`src/core/wdt_map.svh`:
```
`ifndef WDT_MAP_SVH
`define WDT_MAP_SVH

// ******************************
// register offsets (byte)
// ******************************
`define WDT_ADDR_CTRL 12'h000
`define WDT_ADDR_CAUSE 12'h004
`define WDT_ADDR_RESTART 12'h008
`define WDT_ADDR_IRQ_STAT 12'h00c
`define WDT_ADDR_IRQ_MASK 12'h010

// ******************************
// field positions
// ******************************
`define WDT_BIT_FLAG 7
`define WDT_BIT_IE 6
`define WDT_BIT_TS3 5
`define WDT_BIT_UNLOCK 4
`define WDT_BIT_WDE 3
`define WDT_TS_LO_HI 2
`define WDT_BIT_CAUSE 3
`define WDT_EV_TIMEOUT 0
`define WDT_EV_RESET 1

// ******************************
// values and counts
// ******************************
`define WDT_TSEL_MAX 4'h9
`define WDT_TSEL_RESET 4'h0
`define WDT_UNLOCK_LAST 3'h3
`define WDT_BASE_CYCLES 2048
`define WDT_OSC_HZ 128000
`define WDT_SYS_HZ 50000000

`endif

```
`src/core/wdt_pkg.sv`:
```
// ******************************
// shared types
// ******************************
package wdt_pkg;
  typedef enum logic [1:0] {
    WDT_STOPPED,
    WDT_IRQ,
    WDT_RST,
    WDT_IRQ_RST
  } wdt_mode_t;
  typedef logic [3:0] wdt_tsel_t;
  typedef logic [19:0] wdt_cnt_t;
endpackage : wdt_pkg

```
`src/core/wdt_osc_counter.sv`:
```
`include "wdt_map.svh"
// ******************************
// oscillator cycle counter
// ******************************
module wdt_osc_counter #(
  parameter int P_BASE_CYCLES = `WDT_BASE_CYCLES
) (
  input wire logic i_clk,
  input wire logic i_reset,
  input wire logic i_osc_level,
  input wire logic i_restart,
  input wire wdt_pkg::wdt_tsel_t i_tsel,
  output logic o_timeout
);
  import wdt_pkg::*;
  logic prev_q;
  logic prev_d;
  wdt_cnt_t cnt_q;
  wdt_cnt_t cnt_d;
  logic tmo_q;
  logic tmo_d;
  logic [20:0] limit;
  logic osc_rise;

  // count on each synchronised oscillator rising edge
  always_comb begin
    prev_d = i_osc_level;
    osc_rise = i_osc_level & ~prev_q;
    limit = 21'(P_BASE_CYCLES) << i_tsel;
    cnt_d = cnt_q;
    tmo_d = 1'b0;
    if (i_restart) begin
      cnt_d = '0;
    end else if (osc_rise) begin
      if (cnt_q == 20'(limit - 21'h000001)) begin
        cnt_d = '0;
        tmo_d = 1'b1;
      end else begin
        cnt_d = cnt_q + 20'h00001;
      end
    end
  end

  always_ff @(posedge i_clk) begin
    if (i_reset) begin
      prev_q <= 1'b0;
      cnt_q <= '0;
      tmo_q <= 1'b0;
    end else begin
      prev_q <= prev_d;
      cnt_q <= cnt_d;
      tmo_q <= tmo_d;
    end
  end

  assign o_timeout = tmo_q;
endmodule : wdt_osc_counter

```
`src/core/wdt_sync2.sv`:
```
// ******************************
// two-flop level synchroniser
// ******************************
module wdt_sync2 (
  input wire logic i_clk,
  input wire logic i_reset,
  input wire logic i_level,
  output logic o_level
);
  logic meta_q;
  logic meta_d;
  logic sync_q;
  logic sync_d;

  // first stage feeds only the second
  always_comb begin
    meta_d = i_level;
    sync_d = meta_q;
  end

  always_ff @(posedge i_clk) begin
    if (i_reset) begin
      meta_q <= 1'b0;
      sync_q <= 1'b0;
    end else begin
      meta_q <= meta_d;
      sync_q <= sync_d;
    end
  end

  assign o_level = sync_q;
endmodule : wdt_sync2

```
`src/core/wdt_top.sv`:
```
`include "wdt_map.svh"
// ******************************
// watchdog with apb registers
// ******************************
module wdt_top #(
  parameter int P_BASE_CYCLES = `WDT_BASE_CYCLES
) (
  input wire logic i_clk,
  input wire logic i_reset,
  input wire logic i_por,
  input wire logic i_psel,
  input wire logic i_penable,
  input wire logic i_pwrite,
  input wire logic [11:0] i_paddr,
  input wire logic [31:0] i_pwdata,
  output logic o_pready,
  output logic [31:0] o_prdata,
  output logic o_pslverr,
  input wire logic i_osc_clk,
  input wire logic i_force_reset_fuse_n,
  input wire logic i_global_irq_en,
  input wire logic i_vector_ack,
  input wire logic i_restart_instr,
  output logic o_wdt_irq,
  output logic o_sys_reset,
  output logic o_int
);
  import wdt_pkg::*;

  // ******************************
  // declarations
  // ******************************
  logic flag_q, flag_d, ie_q, ie_d, wde_q, wde_d;
  logic unlock_q, unlock_d, cause_q, cause_d;
  logic [2:0] ucnt_q, ucnt_d;
  wdt_tsel_t tsel_q, tsel_d, tsel_wr;
  logic [1:0] stat_q, stat_d, mask_q, mask_d;
  logic pready_q, pready_d, pslverr_q, pslverr_d;
  logic [31:0] prdata_q, prdata_d;
  logic irq_q, irq_d, sysrst_q, sysrst_d, int_q, int_d;
  logic osc_sync, tmo, fuse_prog, wde_eff, ie_eff, running;
  logic access, wr, wr_ctrl, wr_cause, wr_restart, wr_stat, wr_mask;
  logic hit, unlock_start, tmo_irq, tmo_rst, restart;
  logic [7:0] ctrl_rd;
  wdt_mode_t mode;

  // ******************************
  // oscillator path
  // ******************************
  wdt_sync2 u_sync (
    .i_clk(i_clk),
    .i_reset(i_reset),
    .i_level(i_osc_clk),
    .o_level(osc_sync)
  );

  wdt_osc_counter #(.P_BASE_CYCLES(P_BASE_CYCLES)) u_cnt (
    .i_clk(i_clk),
    .i_reset(i_reset),
    .i_osc_level(osc_sync),
    .i_restart(restart),
    .i_tsel(tsel_q),
    .o_timeout(tmo)
  );

  // ******************************
  // mode decode
  // ******************************
  // fuse overrides both stored enables; cause flag forces only the reset enable
  always_comb begin
    fuse_prog = ~i_force_reset_fuse_n;
    wde_eff = wde_q | cause_q | fuse_prog;
    ie_eff = ie_q & ~fuse_prog;
    unique case ({wde_eff, ie_eff})
      2'b00: mode = WDT_STOPPED;
      2'b01: mode = WDT_IRQ;
      2'b10: mode = WDT_RST;
      2'b11: mode = WDT_IRQ_RST;
    endcase
    running = (mode != WDT_STOPPED);
    // a stopped watchdog holds its counter at zero
    restart = i_restart_instr | wr_restart | ~running;
    tmo_irq = tmo & ((mode == WDT_IRQ) |
      ((mode == WDT_IRQ_RST) & ~flag_q));
    tmo_rst = tmo & ((mode == WDT_RST) |
      ((mode == WDT_IRQ_RST) & flag_q));
  end

  // ******************************
  // apb decode
  // ******************************
  // one wait state so read data comes from a flop
  always_comb begin
    access = i_psel & i_penable & pready_q;
    wr = access & i_pwrite;
    wr_ctrl = wr & (i_paddr == `WDT_ADDR_CTRL);
    wr_cause = wr & (i_paddr == `WDT_ADDR_CAUSE);
    wr_restart = wr & (i_paddr == `WDT_ADDR_RESTART);
    wr_stat = wr & (i_paddr == `WDT_ADDR_IRQ_STAT);
    wr_mask = wr & (i_paddr == `WDT_ADDR_IRQ_MASK);
    hit = (i_paddr == `WDT_ADDR_CTRL) | (i_paddr == `WDT_ADDR_CAUSE) |
      (i_paddr == `WDT_ADDR_RESTART) | (i_paddr == `WDT_ADDR_IRQ_STAT) |
      (i_paddr == `WDT_ADDR_IRQ_MASK);
    unlock_start = wr_ctrl & i_pwdata[`WDT_BIT_UNLOCK] &
      i_pwdata[`WDT_BIT_WDE];
    tsel_wr = {i_pwdata[`WDT_BIT_TS3], i_pwdata[`WDT_TS_LO_HI:0]};
    ctrl_rd = {flag_q, ie_eff, tsel_q[3], unlock_q, wde_eff, tsel_q[2:0]};
  end

  // response and read data
  always_comb begin
    pready_d = i_psel & i_penable & ~pready_q;
    pslverr_d = pready_d & ~hit;
    prdata_d = '0;
    if (pready_d & ~i_pwrite) begin
      unique case (i_paddr)
        `WDT_ADDR_CTRL: prdata_d = {24'h000000, ctrl_rd};
        `WDT_ADDR_CAUSE: prdata_d[`WDT_BIT_CAUSE] = cause_q;
        `WDT_ADDR_IRQ_STAT: prdata_d = {30'h0, stat_q};
        `WDT_ADDR_IRQ_MASK: prdata_d = {30'h0, mask_q};
        default: prdata_d = '0;
      endcase
    end
  end

  always_ff @(posedge i_clk) begin
    if (i_reset) begin
      pready_q <= 1'b0;
      pslverr_q <= 1'b0;
      prdata_q <= '0;
    end else begin
      pready_q <= pready_d;
      pslverr_q <= pslverr_d;
      prdata_q <= prdata_d;
    end
  end

  // ******************************
  // control and status state
  // ******************************
  // hardware set wins over any clear in the same cycle
  always_comb begin
    flag_d = flag_q;
    if (i_vector_ack) begin
      flag_d = 1'b0;
    end
    if (wr_ctrl & i_pwdata[`WDT_BIT_FLAG]) begin
      flag_d = 1'b0;
    end
    if (tmo_irq) begin
      flag_d = 1'b1;
    end
    ie_d = ie_q;
    if (wr_ctrl) begin
      ie_d = i_pwdata[`WDT_BIT_IE];
    end
    // servicing drops to reset-only; software re-arms later
    if (i_vector_ack & wde_eff) begin
      ie_d = 1'b0;
    end
    wde_d = wde_q;
    if (wr_ctrl & i_pwdata[`WDT_BIT_WDE]) begin
      wde_d = 1'b1;
    end else if (wr_ctrl & unlock_q & ~cause_q) begin
      wde_d = 1'b0;
    end
    tsel_d = tsel_q;
    // reserved codes are dropped, old period kept
    if (wr_ctrl & unlock_q & (tsel_wr <= `WDT_TSEL_MAX)) begin
      tsel_d = tsel_wr;
    end
    cause_d = cause_q;
    if (wr_cause & ~i_pwdata[`WDT_BIT_CAUSE]) begin
      cause_d = 1'b0;
    end
    if (tmo_rst) begin
      cause_d = 1'b1;
    end
  end

  // unlock window: set by the start write, gone four cycles on
  always_comb begin
    unlock_d = unlock_q;
    ucnt_d = ucnt_q;
    if (unlock_start) begin
      unlock_d = 1'b1;
      ucnt_d = '0;
    end else if (wr_ctrl) begin
      unlock_d = 1'b0;
    end else if (unlock_q) begin
      if (ucnt_q == `WDT_UNLOCK_LAST) begin
        unlock_d = 1'b0;
      end
      ucnt_d = ucnt_q + 3'h1;
    end
  end

  always_ff @(posedge i_clk) begin
    if (i_reset) begin
      flag_q <= 1'b0;
      ie_q <= 1'b0;
      wde_q <= 1'b0;
      tsel_q <= `WDT_TSEL_RESET;
      unlock_q <= 1'b0;
      ucnt_q <= '0;
    end else begin
      flag_q <= flag_d;
      ie_q <= ie_d;
      wde_q <= wde_d;
      tsel_q <= tsel_d;
      unlock_q <= unlock_d;
      ucnt_q <= ucnt_d;
    end
  end

  // cause survives the watchdog's own reset; only power-on or a cause write clears it
  always_ff @(posedge i_clk) begin
    if (i_por) begin
      cause_q <= 1'b0;
    end else begin
      cause_q <= cause_d;
    end
  end

  // ******************************
  // interrupts and reset request
  // ******************************
  always_comb begin
    stat_d = stat_q;
    mask_d = mask_q;
    if (wr_stat) begin
      stat_d = stat_q & ~i_pwdata[1:0];
    end
    if (wr_mask) begin
      mask_d = i_pwdata[1:0];
    end
    if (tmo) begin
      stat_d[`WDT_EV_TIMEOUT] = 1'b1;
    end
    if (tmo_rst) begin
      stat_d[`WDT_EV_RESET] = 1'b1;
    end
    int_d = |(stat_q & mask_q);
    irq_d = flag_q & ie_eff & i_global_irq_en;
    sysrst_d = tmo_rst;
  end

  always_ff @(posedge i_clk) begin
    if (i_reset) begin
      stat_q <= '0;
      mask_q <= '0;
      int_q <= 1'b0;
      irq_q <= 1'b0;
      sysrst_q <= 1'b0;
    end else begin
      stat_q <= stat_d;
      mask_q <= mask_d;
      int_q <= int_d;
      irq_q <= irq_d;
      sysrst_q <= sysrst_d;
    end
  end

  assign o_pready = pready_q;
  assign o_prdata = prdata_q;
  assign o_pslverr = pslverr_q;
  assign o_wdt_irq = irq_q;
  assign o_sys_reset = sysrst_q;
  assign o_int = int_q;
endmodule : wdt_top

```
`config.mk`:
```
export PLATFORM = sky130hd
export DESIGN_NAME = wdt_top
export DESIGN_NICKNAME = d
export VERILOG_FILES = /design/src/core/wdt_pkg.sv /design/src/core/wdt_osc_counter.sv /design/src/core/wdt_sync2.sv /design/src/core/wdt_top.sv
export VERILOG_INCLUDE_DIRS = /design/src /design/src/core
export SDC_FILE = /design/constraint.sdc
export NUM_CORES = 1
export LEC_CHECK = 0
export ABC_AREA = 1
export BUFFER_PORTS_ARGS = -buffer_cell sky130_fd_sc_hd__buf_2
export CAP_MARGIN = 20
export CORE_ASPECT_RATIO = 1.75
export CORE_MARGIN = 8
export CORE_UTILIZATION = 50
export DETAILED_ROUTE_END_ITERATION = 8
export PLACE_DENSITY = 0.79
export SYNTH_ARGS = -nofsm -noshare
export SYNTH_HDL_FRONTEND = slang
export SYNTH_SLANG_ARGS = --single-unit
```
`constraint.sdc`:
```
create_clock -name i_clk -period 2.7 [get_ports i_clk]
set_input_delay 0.54 -clock i_clk [delete_from_list [all_inputs] [get_ports i_clk]]
set_output_delay 0.54 -clock i_clk [all_outputs]
set_load 0.01 [all_outputs]
```
==> key figures, run 1 <==
Status
  – Status: finished, final reports clean

Route
  – Via count: ~2,700
  – Via density per instance: between 4 and 5
  – Wirelength per Cell: 12.1 um
  – WL final: 6.64 mm
  – 1st-pass router iterations: 4
  – # DRC: 0
  – Initial drt markers: 95
  – Antenna Violating Nets Remaining: 0

Clock tree
  – CTS buffer count: 5
  – Reg clk slew, reported paths: 0.09 ns
  – Post-CTS sizing: 0
  – # clock sinks: 53
  – Clk_lat worst skew: a little over 0.3 ns
  – H-tree Lvls: 2
  – Clock Path Buffers: 2
  – Hold_buf cts: 0
  – CTS root buf: clkbuf_8
  – CTS tree: done
  – Post-CTS Setup Bufs: 0

Placed design
  – Port Buffers: between 40 and 50
  – Placement Cell Area: 0.00305 mm^2
  – DP HPWL: 5.38 mm
  – GP Congestion: 0.888
  – Setup WS pre-CTS: 0.539 ns

Synth
  – Post-Synthesis Cells: 427
  – Synth top area share: a little under two fifths
  – Synth Area in Compound Gates: 9.29%
  – Mapped Avg Cell Area: between 6 and 7 um^2
  – Warnings, synthesis: 0
  – Post-synthesis adder-cell area fraction: 1.75%
  – Count of cell types in the netlist: 34
  – Synth Area in XOR/XNOR: 3.37%
  – Synth area leaders: dfxtp_1 (37%), nand2_1 (11%), nor2_1 (8.9%)
  – Synthesis-stage register bit count: 53
  – Simple-gate share of the synthesized area: between 30% and 40%
  – Largest family of logic cells by synthesized area: simple AND/OR/NAND/NOR gates
  – Register area share after synthesis: 37.1%
  – Synth Cell Area: roughly 0.0029 mm^2
  – Mux contribution to synthesized area: 0%
  – Cell taking the most area after synthesis: dfxtp_1

Layout
  – Final Util: about 57%
  – Filler cells: 563
  – Commonest cells after routing, fill and taps aside: nand2_1 (83), nor2_1 (68), inv_1 (65)
  – Commonest non-fill, non-tap cell in the layout: nand2_1
  – Non-Filler Cell Area, Final: 0.00314 mm^2
  – Area grow syn2layout: 9.94%
  – Nets: 532
  – Antenna diodes: 0
  – Layout cells sized above 1: 14.3%

Run
  – Max Cap Viol: 0

Worst setup path
  – Critical Path Source: tsel_q[1]
  – Worst r2r src: tsel_q[1]
  – Worst-case reg-to-reg path depth: 12
  – Critical path data arrival time: about 2.4 ns
  – Critical path class: flip-flop to flip-flop
  – Worst Setup EP: u_cnt.cnt_q[18]
  – CP Launch Type: flip-flop
  – CP endpoint kind: flip-flop
  – Required @ worst endpoint: 2.90 ns
  – R2R Setup Slk: 0.53 ns
  – Reg2Reg Capture Point: u_cnt.cnt_q[18]
  – Maximum fanout along the worst path: 13

Timing
  – Setup ws final: 0.533 ns
  – F_max: 461 MHz
  – Hold Vio Cnt, Final: 0
  – Setup TNS: 0 ns
  – Endpoints failing setup: 0
  – RSZ-0062 raised after global routing: no
  – Final period utilization: 80.3%
  – Min cycle time layout: 2.17 ns
  – Fin. max-slew vios: 0
  – Clock Skew: 0.00312 ns
  – Worst hold slack: 0.387 ns

Floorplanning
  – Initial Util: 51.6%
  – Die Height: 116 um
  – Top Ports: 92
  – Core Area: 0.00554 mm^2
  – Cell row count: 36
  – Area of the die: 0.00848 mm^2
  – Die width: 73.1 um

Worst hold path
  – Worst Hold Depth: 2
  – Worst min path class: primary input to flip-flop

Global routing
  – Initial antenna violation count: 0
  – Largest net degree at the start of global routing: 17
  – Total grt overflow: 0
  – Vias in the first global route: 2,714
  – Wire length of the first global-routing pass: 11.2 mm
  – All-Layer GR Usage: 16.3%

Power
  – Max IR drop VDD: 0.294 mV
  – Cell Pwr Density: 417 mW/mm^2
  – Leak Pwr: between 1 and 1.5 nW
layout make-up:
class | count | area [um^2] | share of cell area, %
multi-input combinational | 301 | 1420 | 45.3
clock buffer | 6 | 72.6 | 2.31
inverter | 69 | 259 | 8.25
tap | 76 | 95.1 | 3.03
sequential | 53 | 1060 | 33.8
clock inverter | 2 | 15.0 | 0.478
timing repair buffer | 43 | 215 | 6.85
worst max-delay path, cell delays in order (launching register included):
cell and delay (ns):
dfxtp_1 0.47, inv_2 0.11, nand3_1 0.10, ha_1 0.23, inv_1 0.09, a21oi_2 0.21, nand2_1 0.10, nand3_1 0.08
nand2_1 0.05, nor2_1 0.16, nand3_2 0.12, nand2_2 0.24, nor2_1 0.08
report_power, final:
part / internal (mW) / total (mW) / switching [mW]
registers: 0.784 / 0.785 / 0.00111
logic: 0.0251 / 0.0805 / 0.0554
clock network: 0.183 / 0.444 / 0.261
through the flow:
| step | power [mW] | cells |
|---|---|---|
| after floorplan | 0.875 | 450 |
| after global placement | 0.881 | 542 |
| after detailed placement | 0.882 | 542 |
| after CTS | 1.32 | 550 |
| after global routing | 1.36 | 550 |
| final | 1.31 | 550 |
state kept, by name, indices dropped and copies added, names as in the netlist, 2 cells and up:
| name | flops |
|---|---|
| o_prdata | 8 |
| ucnt_q | 3 |
| mask_q | 2 |
| u_cnt.cnt_q | 20 |
| stat_q | 2 |
| tsel_q | 4 |
routing by layer:
layer,vias to the layer above,GRT usage (%),routed length [um]
li1,1378,-,-
met1,1177,15.1,2500
met2,76,31.6,3630
met3,22,2.77,238
met4,0,9.95,270
met5,-,0,0
cells in the mapped netlist (all sizes together):
cell type / instances
a211oi: 1
a21o: 1
a21oi: 20
a32o: 1
buf: 26
clkbuf: 1
conb: 1
dfxtp: 53
ha: 4
inv: 69
nand2: 85
nand3: 29
nand3b: 1
nand4: 5
nor2: 73
nor3: 12
nor4: 3
o2111ai: 1
o21a: 1
o21ai: 20
o22ai: 2
o31ai: 1
or2: 6
xnor2: 1
xor2: 10
worst min-delay path by stage:
stage | start | endpoint | slack, ns
after floorplan | u_sync.meta_q | u_sync.o_level | 0.39
after global placement | u_sync.meta_q | u_sync.o_level | 0.39
final | i_por | cause_q | 0.39
after global routing | i_por | cause_q | 0.39
after CTS | i_por | cause_q | 0.38
after detailed placement | u_sync.meta_q | u_sync.o_level | 0.39
cells by family (layout without fill, tap and decap cells):
logic type	after synthesis	in the layout
and+or+nand+nor	214	214
other	1	24
buffers and inverters	96	120
DFF	53	53
adders and majority gates	4	4
xor gates and xnor gates	11	11
AOI/OAI and AO/OA	48	48
No activity file was read; power rests on OpenSTA's default activity.
==> run 2, diff against run 1 <==
Settings changed: CORE_UTILIZATION 50 to 46, PLACE_DENSITY 0.79 to 0.76.
Clock period 2.7 ns to 1.8 ns, I/O delays scaled along.
==> run 2 against run 1 <==
The run now ends with negative setup slack left. Critical path depth is 3 higher. Sequential power is 50% higher. Clock skew is 0.0053 ns higher. Power is 65% higher. Maximum frequency is 9.3% higher. Routed wire length is 13% higher. Combinational power is 70% higher. Sequential cell count stayed put. Global-route usage is 0.83 points higher. Largest cell class unchanged.
==> key figures, run 2 (synthesis results as in run 1) <==
Status
  – Status: complete, but fails checks
  – Failing checks: negative setup slack

Route
  – Initial drt markers: ~160
  – Wirelength per Cell: roughly 13 um
  – Via density per instance: 4.88
  – # DRC: 0
  – Antenna Violating Nets Remaining: 0
  – Met1 wire length: 2.70 mm
  – Via count: 2,828
  – Met2 WL: 4.14 mm
  – WL final: 7.50 mm
  – 1st-pass router iterations: 4
  – Met3 wire length: 342 um
  – Top sig layer: met4

Worst setup path
  – Most Frequent Cell on Critical Path: nand2_1
  – Critical path data arrival time: 2.21 ns
  – CP Launch Type: flip-flop
  – CP endpoint kind: flip-flop
  – Cell-by-cell listing of the critical path: nor2_4 > nand3_2 > ha_4 > inv_2 > nand2_1 > nand2_1 > nor2_1 > nand2_1 > nor2_1 > nand3_2 > nor2_4 > nand3_4 > buf_6 > nand3b_1 > inv_1
  – Critical path's largest stage delay: 0.34 ns
  – Critical path class: flip-flop to flip-flop
  – Worst-case reg-to-reg path depth: 15
  – Critical-path top delay cell: dfxtp_2
  – Reg2Reg Capture Point: u_cnt.cnt_q[3]
  – R2R Setup Slk: -0.18 ns
  – Largest delay contributor family on the critical path: simple AND/OR/NAND/NOR gates
  – Worst r2r src: tsel_q[3]
  – Maximum fanout along the worst path: 3
  – Required @ worst endpoint: 2.02 ns
  – CP bufs+invs: 3

Worst hold path
  – WHS Endpoint: cause_q
  – Hold Startpoint: i_por
  – Worst min path class: primary input to flip-flop
  – Worst Hold Depth: 2

Global routing
  – Initial antenna violation count: 0
  – Largest net degree at the start of global routing: 16
  – Wire length of the first global-routing pass: 12.3 mm
  – All-Layer GR Usage: between 15 and 20%
  – Vias in the first global route: 2,962
  – Total grt overflow: 0

Power
  – Max IR drop VDD: 0.670 mV
  – NetSw: between 0.4 and 0.5 mW
  – Cell Pwr Density: 626 mW/mm^2
  – Reg power frac: 54.6%
  – Comb power frac: 6.3%
  – Leak Pwr: 1.56 nW
  – Sw Share: 22.3%
  – Power consumption: ~2.2 mW
  – Clock share of power: 39.1%
  – Int Power: 1.68 mW

Timing
  – RSZ-0062 raised after global routing: yes
  – Clock Skew: 0.00845 ns
  – F_max: between 500 and 600 MHz
  – Final period utilization: 110%
  – Min cycle time layout: 1.98 ns
  – Hold Vio Cnt, Final: 0
  – Endpoints failing setup: 16
  – Setup ws final: -0.182 ns
  – Fin. max-slew vios: 0

Clock tree
  – Reg clk slew, reported paths: approximately 0.10 ns
  – Clk_lat worst skew: 0.31 ns
  – # clock sinks: 53
  – CTS root buf: clkbuf_8
  – CTS buffer count: 5
  – Clock Path Buffers: 2
  – CTS tree: done
  – Hold_buf cts: 0
  – H-tree Lvls: 2

Layout
  – Nets: roughly 560
  – Area used by multi-input combinational logic: 0.00151 mm^2
  – Filler cells: 619
  – Largest reg by FF count: u_cnt.cnt_q
  – Final Util: between 50% and 60%
  – Area grow syn2layout: 20.7%
  – Antenna diodes: 0
  – Largest register FFs: 20
  – Register area: 0.00106 mm^2
  – Commonest cells after routing, fill and taps aside: nand2_1 (81), inv_1 (64), nor2_1 (62)
  – Commonest non-fill, non-tap cell in the layout: nand2_1
  – Layout cells sized above 1: 21.6%

Floorplanning
  – Cell row count: 38
  – Initial Util: between 40% and 50%
  – Area of the die: 0.00909 mm^2
  – Die width: 75.6 um
  – Top Ports: 92
  – Core Area: 0.00609 mm^2
  – Die Height: around 120 um

Run
  – Max Cap Viol: 0

Placed design
  – GP Congestion: between 0.8 and 0.9
  – Port Buffers: 43
  – DP HPWL: 5.82 mm
[run 2: repair_timing]
| action | in CTS | in global routing |
|---|---|---|
| endpoints found under the setup margin | 16 | 16 |
| cloned | 0 | 1 |
| pin swaps | 4 | 4 |
| buffers inserted | 0 | 2 |
| resized for setup | 10 | 12 |
| endpoints found under the hold margin | 0 | 0 |
[run 2: how the worst max path moves through the flow]
stage,endpoint,cells past startpoint,start
global route,u_cnt.cnt_q[3],15,tsel_q[3]
CTS,u_cnt.cnt_q[3],15,tsel_q[3]
floorplan,u_cnt.cnt_q[12],15,tsel_q[2]
detailed placement,u_cnt.cnt_q[18],13,tsel_q[0]
finish,u_cnt.cnt_q[3],15,tsel_q[3]
global placement,u_cnt.cnt_q[19],14,tsel_q[0]
[run 2: power by group through the flow]
stage               logic, mW  clock network (mW)  registers [mW]
floorplan               0.106                   0            1.21
global placement        0.127                   0            1.21
detailed placement      0.129                   0            1.21
CTS                     0.131               0.862            1.18
global route            0.152               0.903            1.18
finish                  0.137               0.844            1.18
[run 2: per-stage QoR]
step | hold WS (ns) | setup TNS, ns | instances | setup slack [ns] | cell area [um^2]
finish | 0.196 | -2.22 | 579 | -0.182 | 3450
global route | 0.203 | -4.62 | 579 | -0.322 | 3450
CTS | 0.182 | -2.31 | 576 | -0.170 | 3380
detailed placement | 0.402 | -2.81 | 568 | -0.216 | 3220
global placement | 0.390 | -2.14 | 568 | -0.170 | 3220
floorplan | 0.388 | -0.434 | 450 | -0.0450 | 2940
[run 2: area by class of cell]
class	count	area share (%)
sequential	53	30.9
clock inverter	1	0.871
inverter	69	7.51
tap	80	2.90
multi-input combinational	302	43.8
timing repair buffer	67	11.6
clock buffer	7	2.50
[run 2: worst register-to-register path: cells and delay by family (launching register included)]
family / cells / cell delay (ns)
flip-flops: 1 / 0.34
buffers and inverters: 3 / 0.22
AND/OR/NAND/NOR: 11 / 1.05
adder cells (fa/ha/maj): 1 / 0.28
[run 2: routing by layer]
layer	GRT usage, %	vias to the layer above
met5	0	-
met4	10.7	0
met3	3.40	25
met2	31.6	90
met1	16.2	1283
li1	-	1430
==> run 3, diff against run 2 <==
Settings changed: ABC_AREA 1 to default, CORE_ASPECT_RATIO 1.75 to default, CORE_UTILIZATION 46 to 45, PLACE_DENSITY 0.76 to 0.75.
==> run 3 against run 2 <==
Power decreased by 0.13%. Die area decreased by 2.4%. Highest routed layer unchanged. Global-route usage decreased by 2.3 points. The flow still finishes with violations (negative setup slack). Clock skew decreased by 0.0054 ns.
==> key figures, run 3 <==
Synth
  – Synth area leaders: dfxtp_1 (39%), buf_4 (6.5%), nor2_1 (6.4%)
  – Share of flip-flops with an asynchronous set or reset: 0%
  – Synthesis-stage register bit count: 53
  – Count of cell types in the netlist: 50
  – Post-Synthesis Cells: 330
  – Post-synth top cells: dfxtp_1 (53), nor2_1 (47), buf_4 (24)
  – Mapped Avg Cell Area: 8.34 um^2
  – Synth top area share: 38.6%
  – Synth Cell Area: 0.00275 mm^2
  – Register area share after synthesis: 38.6%
  – Warnings, synthesis: 0
  – Top-count cell post-synth: dfxtp_1
  – Cell taking the most area after synthesis: dfxtp_1
  – Post-synth EDFFs: 0
  – Ys flop type: dfxtp_1

Worst hold path
  – Worst min path class: primary input to flip-flop

Timing
  – Final period utilization: 137%
  – Min cycle time layout: 2.47 ns
  – Setup ws final: -0.672 ns
  – Endpoints failing setup: 16
  – Fin. max-slew vios: 0
  – F_max: 404 MHz
  – Clock Skew: 0.00304 ns
  – Hold Vio Cnt, Final: 0
  – RSZ-0062 raised after global routing: yes
  – Setup TNS: -10.26 ns

Worst setup path
  – Critical path class: flip-flop to flip-flop
  – Maximum fanout along the worst path: 8
  – CP endpoint kind: flip-flop
  – Critical path data arrival time: 2.68 ns
  – Largest delay contributor family on the critical path: simple AND/OR/NAND/NOR gates
  – CP bufs+invs: 1
  – Critical path's largest stage delay: 0.56 ns
  – Cell-by-cell listing of the critical path: or4_4 > ha_4 > or3_4 > o21ai_2 > a32o_2 > o22ai_4 > o31ai_4 > buf_6 > nor2_1
  – Required @ worst endpoint: ~2.0 ns
  – CP Launch Type: flip-flop
  – Critical-path top delay cell: or4_4

Floorplanning
  – Die width: roughly 94 um
  – Area of the die: 0.00887 mm^2
  – Initial Util: a little under half
  – Core Area: 0.00592 mm^2
  – Top Ports: 92
  – Cell row count: 28
  – Die Height: roughly 94 um

Layout
  – Nets: about 470
  – Non-Filler Cell Area, Final: 0.00341 mm^2
  – Largest register FFs: 20
  – Filler cells: 549
  – Antenna diodes: 0
  – Area grow syn2layout: 24.0%
  – Commonest cells after routing, fill and taps aside: dfxtp_1 (52), nor2_1 (47), buf_2 (43)
  – Largest reg by FF count: u_cnt.cnt_q
  – Commonest non-fill, non-tap cell in the layout: dfxtp_1
  – Layout cells sized above 1: 26.3%
  – Final Util: between 50 and 60%
  – Area used by multi-input combinational logic: 0.00159 mm^2
  – Register area: 0.00106 mm^2

Global routing
  – All-Layer GR Usage: 14.9%
  – Vias in the first global route: 2,440
  – Largest net degree at the start of global routing: 20
  – Initial antenna violation count: 0
  – Wire length of the first global-routing pass: 10.8 mm
  – Total grt overflow: 0

Route
  – Antenna Violating Nets Remaining: 0
  – Via density per instance: 5.12
  – Wirelength per Cell: 13.5 um
  – 1st-pass router iterations: 5
  – # DRC: 0
  – Via count: ~2,500
  – WL final: 6.50 mm
  – Initial drt markers: 110

Placed design
  – Placement Cell Area: approximately 0.0032 mm^2
  – GP Congestion: 0.833
  – Port Buffers: 43
  – DP HPWL: approximately 5.0 mm

Power
  – Power consumption: 2.16 mW
  – Max IR drop VDD: 0.417 mV
  – Cell Pwr Density: 632 mW/mm^2
  – Leak Pwr: 1.41 nW

Clock tree
  – Hold_buf cts: 0
  – H-tree Lvls: 2
  – Reg clk slew, reported paths: 0.09 ns
  – Clk_lat worst skew: 0.31 ns
  – # clock sinks: 53
  – CTS tree: done
  – Clock Path Buffers: 2
  – CTS buffer count: 5
  – CTS root buf: clkbuf_8

Run
  – Max Cap Viol: 0

Status
  – Failing checks: negative setup slack
  – Status: complete, but fails checks
## run 3: cell count changes after synthesis, sizes merged, moves of 6 or more
cell | previous run | this run
and3 | 0 | 12
inv | 69 | 7
nor2 | 73 | 47
or3 | 0 | 7
mux2i | 0 | 6
nand3 | 29 | 20
nor2b | 0 | 8
clkbuf | 1 | 7
xnor2 | 1 | 8
nand2 | 85 | 20
## run 3: cell families after synthesis
group,count (synthesis),synth area share (%)
mux,6,2.18
simple gates,155,29.7
buf+inv,42,9.41
compound gates,49,11.8
flops,53,38.6
fa+ha+maj,4,1.82
xor+xnor,20,6.37
other cells,1,0.136
## run 3: timing repair
| item | in CTS | in global routing |
|---|---|---|
| setup endpoints to repair | 16 | 18 |
| pin swaps | 4 | 2 |
| setup buffers | 0 | 0 |
| resized for setup | 9 | 4 |
## run 3: power breakdown
group / leakage [nW] / total, mW / switching [mW] / internal, mW
sequential: 0.428 / 1.18 / 0.00177 / 1.18
combinational: 0.924 / 0.138 / 0.0821 / 0.0562
clock: 0.0585 / 0.839 / 0.386 / 0.454
total: 1.41 / 2.16 / 0.469 / 1.69
## run 3: final cells by class
| cell class | instances | area share [%] |
|---|---|---|
| clock buffers | 7 | 2.53 |
| clock inverters | 1 | 0.880 |
| inverters | 7 | 0.770 |
| multi-input cells | 258 | 46.6 |
| flip-flops and latches | 53 | 31.1 |
| well taps | 75 | 2.75 |
| repair buffers | 81 | 15.4 |
## run 3: worst paths after layout
kind,start,endpoint,slack [ns],cells after the start
setup / recovery,tsel_q[3],u_cnt.cnt_q[15],-0.67,9
hold / removal,i_por,cause_q,0.21,2
setup reg to reg,tsel_q[3],u_cnt.cnt_q[15],-0.67,9
hold reg to reg,u_sync.meta_q,u_sync.o_level,0.45,1
## run 3: through the flow
stage	cells	hold slack [ns]	setup WS, ns
after CTS	482	0.206	-0.672
after detailed placement	474	0.434	-0.730
after global placement	474	0.438	-0.637
after global routing	482	0.212	-0.749
after floorplan	353	0.414	-0.781
final	482	0.207	-0.672
## run 3: per-layer routing
metal / vias up / track usage [%] / part of all wire, %
met4: 0 / 4.89 / 1.2
li1: 1250 / - / -
met3: 7 / 4.00 / 7.7
met5: - / 0 / 0
met2: 65 / 26.7 / 49
met1: 1145 / 16.4 / 42
